## config.mk

```make
export PLATFORM = sky130hd
export DESIGN_NAME = option_byte_shadow_protect
export DESIGN_NICKNAME = d
export VERILOG_FILES = /design/src/logic/opt_shadow_pkg.sv /design/src/logic/option_byte_shadow_protect.sv
export VERILOG_INCLUDE_DIRS = /design/src /design/src/logic
export SDC_FILE = /design/constraint.sdc
export NUM_CORES = 1
export LEC_CHECK = 0
export BUFFER_PORTS_ARGS = -buffer_cell sky130_fd_sc_hd__clkbuf_2
export CAP_MARGIN = 20
export CORE_ASPECT_RATIO = 0.5
export CORE_UTILIZATION = 30
export DETAILED_ROUTE_END_ITERATION = 10
export GPL_ROUTABILITY_DRIVEN = 1
export PLACE_DENSITY = 0.83
export SYNTH_ARGS = -nofsm -noshare
export SYNTH_HDL_FRONTEND = slang
export SYNTH_SLANG_ARGS = --single-unit
```

## constraint.sdc

```tcl
create_clock -name mclk_i -period 2.01 [get_ports mclk_i]
set_input_delay 0.5025 -clock mclk_i [delete_from_list [all_inputs] [get_ports mclk_i]]
set_output_delay 0.5025 -clock mclk_i [all_outputs]
set_load 0.03 [all_outputs]
```

## src/logic/opt_shadow_map.svh

```systemverilog
// register offsets, field positions and reset values of the option shadow
// assumes a 32-bit apb slave with byte addresses
`ifndef OPT_SHADOW_MAP_SVH
`define OPT_SHADOW_MAP_SVH
// printed offset d0fh is not a multiple of four: kept as index, byte = 4*idx
`define SHADOW_IDX        12'hD0F
`define SHADOW_ADDR       14'h343C
// control register of our own: stop recovery bit 0 copy
`define STOPREC_IDX       12'hD10
`define STOPREC_ADDR      14'h3440
`define FLD_STACK         3
`define FLD_CLKDIV        2
`define FLD_LOWPROT       1
`define FLD_MAINPROT      0
`define STOPREC_RESET     1'b1
`define ADDR_W            14
`endif

```

## src/logic/opt_shadow_pkg.sv

```systemverilog
// types shared by the option shadow block
// assumes nothing beyond the map header
package opt_shadow_pkg;
  // one-hot access grant verdict
  typedef enum logic [2:0] {
    GRANT_FULL  = 3'b001,
    GRANT_UPPER = 3'b010,
    GRANT_NONE  = 3'b100
  } grant_t;
endpackage

```

## src/logic/option_byte_shadow_protect.sv

```systemverilog
// option byte shadow register with flash protection gating
// assumes stored option byte is stable at reset release and the flash
// controller pulses mass_erase_done_i on its own mclk_i domain
//
// Contract
// [RULE1] stack bit 0 gives full 16-bit stack addressing output
// [RULE2] clock divide 1 with stop recovery bit0 0 halves system clock
// [RULE3] both protect bits 1 give full main and page 3 access
// [RULE4] lower protect 0 blocks lower half and page 3 writes until erase
// [RULE5] main protect 1 permits main flash and page 3 access; code also needs lower protect 1 for lower half and page 3 writes
// [RULE6] main protect 0 blocks all main flash and page 3 writes
// [RULE7] mass erase sets shadow protect bits, stored bit unchanged
// [RULE8] after erase release, programmers may rewrite stored option bit
// [RULE9] reserved upper four bits read 0, writes ignored
// [RULE10] shadow at index d0f; stack and clock rw, protect read only
// [RULE11] reset loads shadow from stored byte, clock divide comes up 1
//
// The implementer's own choice: register access over APB.
`timescale 1ns/1ns
`include "opt_shadow_map.svh"
module option_byte_shadow_protect (
  // clock and reset
  input  wire logic        mclk_i,
  input  wire logic        rstn_i,
  // apb slave
  input  wire logic        psel_i,
  input  wire logic        penable_i,
  input  wire logic        pwrite_i,
  input  wire logic [31:0] paddr_i,
  input  wire logic [31:0] pwdata_i,
  input  wire logic [3:0]  pstrb_i,
  output logic             pready_o,
  output logic [31:0]      prdata_o,
  output logic             pslverr_o,
  // stored option byte and flash controller events
  input  wire logic [7:0]  stored_option_i,
  input  wire logic        mass_erase_done_i,
  // programming port access request
  input  wire logic        prog_req_i,
  input  wire logic        prog_lower_half_i,
  input  wire logic        prog_page3_write_i,
  // block outputs
  output logic             wide_stack_enable_o,
  output logic             sys_clock_half_o,
  output logic             prog_grant_o,
  output logic             option_rewrite_ok_o
);
  ////////////////////////////////////////////////////////////////////////////
  // state
  logic       loaded;
  logic       wide_stack_enable;
  logic       clock_divide_select;
  logic       lower_half_protect;
  logic       main_flash_protect;
  logic       stop_recovery_bit0;
  logic       next_loaded;
  logic       next_wide_stack_enable;
  logic       next_clock_divide_select;
  logic       next_lower_half_protect;
  logic       next_main_flash_protect;
  logic       next_stop_recovery_bit0;
  logic [31:0] next_prdata;
  logic       next_pready;
  logic       next_pslverr;
  logic       next_grant;
  logic       next_half;
  logic       next_rewrite;
  opt_shadow_pkg::grant_t verdict;
  logic       acc;
  logic       hit_shadow;
  logic       hit_stop;
  logic [7:0] shadow_view;

  // word-aligned address match
  function automatic logic addr_is(input logic [31:0] a,
                                   input logic [13:0] b);
    addr_is = (a[31:14] == 18'h00000) && (a[13:0] == b);
  endfunction

  ////////////////////////////////////////////////////////////////////////////
  // decode
  always_comb begin
    acc        = psel_i && penable_i && !pready_o;
    hit_shadow = 1'b0;
    hit_stop   = 1'b0;
    if (addr_is(paddr_i, `SHADOW_ADDR)) begin
      hit_shadow = 1'b1;
    end else if (addr_is(paddr_i, `STOPREC_ADDR)) begin
      hit_stop = 1'b1;
    end
    // [RULE9] reserved read zero
    shadow_view = {4'h0, wide_stack_enable, clock_divide_select,
                   lower_half_protect, main_flash_protect};
  end

  ////////////////////////////////////////////////////////////////////////////
  // protection verdict, a low bit stays closed until mass erase sets it
  always_comb begin
    // [RULE6] main protect closes all
    if (!main_flash_protect) begin
      verdict = opt_shadow_pkg::GRANT_NONE;
    // [RULE4] lower protect closes lower half
    end else if (!lower_half_protect) begin
      verdict = opt_shadow_pkg::GRANT_UPPER;
    // [RULE3] both set gives full access
    end else begin
      verdict = opt_shadow_pkg::GRANT_FULL;
    end
  end

  ////////////////////////////////////////////////////////////////////////////
  // next values of shadow and bus answer
  always_comb begin
    next_loaded              = 1'b1;
    next_wide_stack_enable   = wide_stack_enable;
    next_clock_divide_select = clock_divide_select;
    next_lower_half_protect  = lower_half_protect;
    next_main_flash_protect  = main_flash_protect;
    next_stop_recovery_bit0  = stop_recovery_bit0;
    next_pready              = acc;
    next_pslverr             = acc && !hit_shadow && !hit_stop;
    next_prdata              = 32'h0000_0000;
    // [RULE11] load stored byte once after reset release
    if (!loaded) begin
      next_wide_stack_enable  = stored_option_i[`FLD_STACK];
      next_lower_half_protect = stored_option_i[`FLD_LOWPROT];
      next_main_flash_protect = stored_option_i[`FLD_MAINPROT];
    end else if (acc && pwrite_i && pstrb_i[0]) begin
      // [RULE10] cpu writes only stack and clock
      if (hit_shadow) begin
        next_wide_stack_enable   = pwdata_i[`FLD_STACK];
        next_clock_divide_select = pwdata_i[`FLD_CLKDIV];
      end else if (hit_stop) begin
        next_stop_recovery_bit0 = pwdata_i[0];
      end
    end
    // [RULE7] erase opens shadow only; wins over cpu writes, ignored before the load
    if (loaded && mass_erase_done_i) begin
      next_lower_half_protect = 1'b1;
      next_main_flash_protect = 1'b1;
    end
    if (acc && !pwrite_i) begin
      if (hit_shadow) begin
        next_prdata = {24'h00_0000, shadow_view};
      end else if (hit_stop) begin
        next_prdata = {31'h0000_0000, stop_recovery_bit0};
      end
    end
  end

  ////////////////////////////////////////////////////////////////////////////
  // derived outputs
  always_comb begin
    // [RULE2] divide by two condition
    next_half = clock_divide_select && !stop_recovery_bit0;
    // [RULE5] grant per region
    case (verdict)
      opt_shadow_pkg::GRANT_FULL:  next_grant = prog_req_i;
      opt_shadow_pkg::GRANT_UPPER: next_grant = prog_req_i &&
                                   !prog_lower_half_i &&
                                   !prog_page3_write_i;
      default:                     next_grant = 1'b0;
    endcase
    // [RULE8] rewrite of stored bits only once fully open
    next_rewrite = (verdict == opt_shadow_pkg::GRANT_FULL);
  end

  ////////////////////////////////////////////////////////////////////////////
  // registers
  always_ff @(posedge mclk_i or negedge rstn_i) begin
    if (!rstn_i) begin
      loaded              <= 1'b0;
      wide_stack_enable   <= 1'b1;
      clock_divide_select <= 1'b1;
      lower_half_protect  <= 1'b0;
      main_flash_protect  <= 1'b0;
      stop_recovery_bit0  <= `STOPREC_RESET;
      pready_o            <= 1'b0;
      pslverr_o           <= 1'b0;
      prdata_o            <= 32'h0000_0000;
      wide_stack_enable_o <= 1'b0;
      sys_clock_half_o    <= 1'b0;
      prog_grant_o        <= 1'b0;
      option_rewrite_ok_o <= 1'b0;
    end else begin
      loaded              <= next_loaded;
      wide_stack_enable   <= next_wide_stack_enable;
      clock_divide_select <= next_clock_divide_select;
      lower_half_protect  <= next_lower_half_protect;
      main_flash_protect  <= next_main_flash_protect;
      stop_recovery_bit0  <= next_stop_recovery_bit0;
      pready_o            <= next_pready;
      pslverr_o           <= next_pslverr;
      prdata_o            <= next_prdata;
      // [RULE1] bit 0 means full stack addressing
      wide_stack_enable_o <= !wide_stack_enable;
      sys_clock_half_o    <= next_half;
      prog_grant_o        <= next_grant && loaded;
      option_rewrite_ok_o <= next_rewrite && loaded;
    end
  end

  ////////////////////////////////////////////////////////////////////////////
  // checks
  // [RULE7] erase opens both protect bits next cycle
  a_erase_opens: assert property (@(posedge mclk_i) disable iff (!rstn_i)
    loaded && mass_erase_done_i |=> lower_half_protect && main_flash_protect)
    else $error("mass erase did not open shadow");
  // [RULE6] main protect low denies every request
  a_main_block: assert property (@(posedge mclk_i) disable iff (!rstn_i)
    !main_flash_protect && prog_req_i |=> !prog_grant_o)
    else $error("grant while main protect clear");
  // [RULE4] lower half blocked while lower protect low
  a_lower_block: assert property (@(posedge mclk_i) disable iff (!rstn_i)
    !lower_half_protect && prog_lower_half_i |=> !prog_grant_o)
    else $error("lower half granted while protected");
  // [RULE3] full access when both set
  a_full_open: assert property (@(posedge mclk_i) disable iff (!rstn_i)
    loaded && lower_half_protect && main_flash_protect && prog_req_i
    |=> prog_grant_o)
    else $error("full access not granted");
  // [RULE5] upper access with main protect set
  a_main_open: assert property (@(posedge mclk_i) disable iff (!rstn_i)
    loaded && main_flash_protect && prog_req_i && !prog_lower_half_i
    && !prog_page3_write_i |=> prog_grant_o)
    else $error("upper access not granted");
  // [RULE2] divide output follows its two causes
  a_clock_half: assert property (@(posedge mclk_i) disable iff (!rstn_i)
    sys_clock_half_o == $past(clock_divide_select && !stop_recovery_bit0))
    else $error("clock half mismatch");
  // [RULE1] stack output inverse of bit
  a_stack_wide: assert property (@(posedge mclk_i) disable iff (!rstn_i)
    $past(rstn_i) |-> wide_stack_enable_o == !$past(wide_stack_enable))
    else $error("stack enable mismatch");
  // [RULE9] reserved bits of read data zero
  a_reserved_zero: assert property (@(posedge mclk_i) disable iff (!rstn_i)
    pready_o |-> prdata_o[7:4] == 4'h0)
    else $error("reserved bits not zero");
  // [RULE10] cpu write cannot change protect bits
  a_prot_readonly: assert property (@(posedge mclk_i) disable iff (!rstn_i)
    loaded && !mass_erase_done_i |=> $stable(main_flash_protect)
    && $stable(lower_half_protect))
    else $error("protect bit changed by cpu");
  // [RULE8] rewrite allowed two cycles after a mass erase
  a_rewrite_ok: assert property (@(posedge mclk_i) disable iff (!rstn_i)
    loaded && mass_erase_done_i |=> ##1 option_rewrite_ok_o)
    else $error("rewrite not allowed after erase");
  // [RULE11] clock divide comes up one
  a_reset_clock: assert property (@(posedge mclk_i) disable iff (!rstn_i)
    !loaded |-> clock_divide_select)
    else $error("clock divide not one at load");
endmodule // option_byte_shadow_protect

```

=== Word-level counts from Yosys, hierarchy flattened ===
Cells that the tools add are included.

* Add/sub/neg operators: 0
* Multiply operators: 0
* Divide/modulo/power cells: 0
* Order comparisons: 0
* Equality and inequality tests: 7
* Shift-type cells: 0
* Multiplexer cells: 16
* Bitwise operators: 1
* Reductions and logical operators: 27

{| class="wikitable"
|+ Operator list
! operator !! count
|-
| $eq 14x14->1 const B || 2
|-
| $logic_not 18->1 || 1
|-
| $logic_and 1x1->1 || 15
|-
| $mux 1 || 11
|-
| $logic_not 1->1 || 8
|-
| $mux 4 || 2
|-
| $ne 2x1->1 const B || 3
|-
| $reduce_and 4->1 || 1
|-
| $eq 3x1->1 const B || 1
|-
| $eq 3x2->1 const B || 1
|-
| $mux 3 || 1
|-
| $reduce_and 3->1 || 1
|-
| $mux 2 || 1
|-
| $pmux 1 s2 || 1
|-
| $reduce_and 2->1 || 1
|-
| $not 1->1 || 1
|}

* Register bits after elaboration: 44
* Bits in latches: 0
* Bits in writable memories: 0
* Memory bits (read-only): 0
* Input bits: 85
* Output and inout port bits: 38
* Logic and storage cells: 64
* Memories: 0

=== Longest topological paths before layout ===
* Word-level depth: 7
* Gate-level depth with buffers: 5
* Mapped depth without buffers: 4

=== Worst setup path before layout ===
No wires, ideal clock.

* Path kind: in2reg
* Start point: in paddr_i[20]
* End point: reg clock_divide_select
* Library setup time: 85 ps
* Arrival time: 1,611 ps
* Required time: 1,925 ps
* Path slack: 315 ps
* Stages on the path: 4
* Path buffers: 0
* Cells stage by stage: nor4_2 > nand4_2 > nor4_1 > mux2_1

* Cells in the longest elaborated chain, start to end: 4

{| class="wikitable"
|+ RTL lines
! item !! line !! source
|-
| start, declared || option_byte_shadow_protect.sv:29 || <nowiki>input wire logic [31:0] paddr_i,</nowiki>
|-
| $logic_not 18->1 || option_byte_shadow_protect.sv:77 || <nowiki>addr_is = (a[31:14] == 18'h00000) && (a[13:0] == b);</nowiki>
|-
| $logic_and 1x1->1 || option_byte_shadow_protect.sv:77 ||
|-
| $mux 1 || option_byte_shadow_protect.sv:86 || <nowiki>if (addr_is(paddr_i, `SHADOW_ADDR)) begin</nowiki>
|-
| $reduce_and 3->1 (no source line) || -- ||
|-
| end signal, assigned || option_byte_shadow_protect.sv:188 || <nowiki>clock_divide_select <= next_clock_divide_select;</nowiki>
|-
| end, declared || option_byte_shadow_protect.sv:52 || <nowiki>logic clock_divide_select;</nowiki>
|}

No other way between the ends.
A chain may end at the register's enable or synchronous reset.

=== Worst setup path in the final report ===
* Start point: in paddr_i[30]
* End point: reg clock_divide_select

The elaborated chain is that of the path after synthesis.

==> impl_metrics.ini <==
[power]
leakage_nw = 0.678
ir_drop_v = 0.000245
p_per_area_nw_per_um2 = 618

[sta]
timing.final.max_slew_violations = 0
fmax_ghz = 0.582
finalSetupTns_ps = 0
fin_skew_ps = 3.99
rsz0062_at_grt = no
min_period_ps = 1720
timing.final.crit_share_pct = 85.5
finalHoldViolCount = 0
setup_viol = 0

[logic_synthesis]
synth_edf_count = 0
synthCells = 98
synthMostInstantiatedCell = buf_4
syn_area_per_cell_um2 = 10.1
netlist_top_cells_count = buf_4 (28), dfrtp_1 (13), nor2_1 (6)
ys.flop_type = dfrtp_1
synth_top_area_share_pct = 32.9
synth_cell_types = 31
synthArstFlopShare_pct = 100
synth_largest_area_cell = dfrtp_1
synthesis.area_um2 = 988
yosys_warnings = 0
synth_seq_cells = 16
ys_top_cells_by_area = dfrtp_1 (33%), buf_4 (21%), dfstp_2 (8.0%)
yosysSeqAreaShare_pct = 40.9

[clocking]
cts_root_buffer = clkbuf_8
h-tree-depth = 1
holdBufCountCts = 0
cts.clk_slew.worst_paths_ps = 60
tritoncts = yes
clock_path_buffers = 2
cts_resized = 0
clock_latency_ps = 250
post_cts_buffers = 0
numClockSinks = 16
cts_buffers = 3

[worst_setup_path]
worst_ep_required_time_ps = 2180
timing.rr.start = loaded
worstRegToRegCells = 4
cp_max_fo = 7
regToRegSetupSlack_ps = 520
crit_path_end_kind = register
critPathArrivalTime_ps = 1890
setup.worst_path.start = paddr_i[30]
r2r_end = clock_divide_select
crit_type = input pin to register
critPathCapture = clock_divide_select
critPathLaunchType = input pin

[die]
std_cell_rows = 14
num_io_pins = 123
fp.dieH_um = 42.6
dieArea_um2 = 3540
die_w_um = 83.2
design.core.area_um2 = 3070
start_util_pct = 32.2

[placed_design]
io_buffers = 57
gp_congestion = 0.748
dp_hpwl_um = 1620

[routing]
finalWirelength_um = 1900
vias = 871
dr.pass1.iters = 4
wl_per_cell_um = 9.55
drcViolationCount = 0
avgViaCountPerCell = 4.38
drt_iter0_markers = 38
detail-route-antenna-nets = 0

[grt]
grt_overflow = 0
grt_start_max_net_pins = 17
grt_pass1_vias = 749
antenna_found_initial = 0
grt_first_pass_wirelength_um = 3050
grtUsageTotal_pct = 11.0

[final_layout]
multiInputGateArea_um2 = 459
seqCellArea_um2 = 404
utilization_pct = 41.8
n_fill_cell = 282
antenna_cells = 0
num-nets-final = 245
drive_gt1_share_pct = 45.9
synthToLayoutAreaGrowth_pct = 29.5

[hold_path]
holdCritPathClass = input pin to asynchronous set/reset pin

[run_status]
outcome = completed

[job]
max-cap-violations = 0
cell families after synthesis:
family	count (synthesis)	synth area share (%)
multiplexers	2	2.28
buffers and inverters	32	22.9
other	2	0.760
AND/OR/NAND/NOR	40	28.9
flip-flops	16	40.9
AO/OA/AOI/OAI	6	4.30
per-layer routing:
layer,track usage (%),up-vias,part of all wire (%)
met3,5.31,8,10
met1,9.50,397,34
met4,6.90,0,3.6
met5,0,-,0
li1,-,410,-
met2,21.0,56,52
flip-flops by register name, indices dropped and copies added (netlist names):
| name | flops |
|---|---|
| wide_stack_enable | 1 |
| pready_o | 1 |
| prdata_o | 4 |
| sys_clock_half_o | 1 |
| main_flash_protect | 1 |
| prog_grant_o | 1 |
| option_rewrite_ok_o | 1 |
| pslverr_o | 1 |
| stop_recovery_bit0 | 1 |
| wide_stack_enable_o | 1 |
| loaded | 1 |
| lower_half_protect | 1 |
| clock_divide_select | 1 |
how the worst min path moves through the flow:
stage | startpoint | to | slack [ps]
after floorplan | rstn_i | loaded | 210
after global routing | rstn_i | prog_grant_o | 170
final | rstn_i | lower_half_protect | 160
after detailed placement | rstn_i | lower_half_protect | 430
after CTS | rstn_i | lower_half_protect | 160
after global placement | rstn_i | option_rewrite_ok_o | 430
critical path, cell delays in order:
cell and delay, ps:
clkbuf_2 80, nor4b_1 280, nand3_1 270, nor4_1 400, mux2_1 360
power by group:
| group | internal (mW) | switching [mW] | total (mW) | leakage, nW |
|---|---|---|---|---|
| registers | 0.336 | 0.00805 | 0.344 | 0.198 |
| logic | 0.0514 | 0.123 | 0.175 | 0.452 |
| clock network | 0.173 | 0.0991 | 0.273 | 0.0288 |
| total | 0.561 | 0.231 | 0.792 | 0.678 |
area by class of cell:
cell class / count / area share, %
clock buffer: 4 / 4.30
timing repair buffer: 59 / 23.5
inverter: 3 / 0.880
tap: 40 / 3.91
sequential: 16 / 31.6
multi-input combinational: 77 / 35.9
layout by cell type (no fill, tap or decap), drive strengths merged, types with 2 or more instances in the layout:
cell and instances:
clkbuf 61, conb 29, dfrtp 13, nor4 9, nor2 6, nand3 5
a21oi 3, nand2 3, inv 3, dfstp 3, nand4 3, and2 2
and3 2, mux2 2, buf 2, nor3 2
stage by stage:
step | hold WS [ps] | std cells | area [um2] | power [mW] | setup WS [ps]
2_1_floorplan | 207 | 125 | 1090 | 0.494 | 315
3_3_place_gp | 430 | 195 | 1220 | 0.520 | 113
3_5_place_dp | 433 | 195 | 1220 | 0.524 | 76.5
4_1_cts | 163 | 199 | 1280 | 0.801 | 329
5_1_grt | 174 | 199 | 1280 | 0.837 | 168
6_report | 158 | 199 | 1280 | 0.792 | 292
No activity file was read; power rests on OpenSTA's default activity.
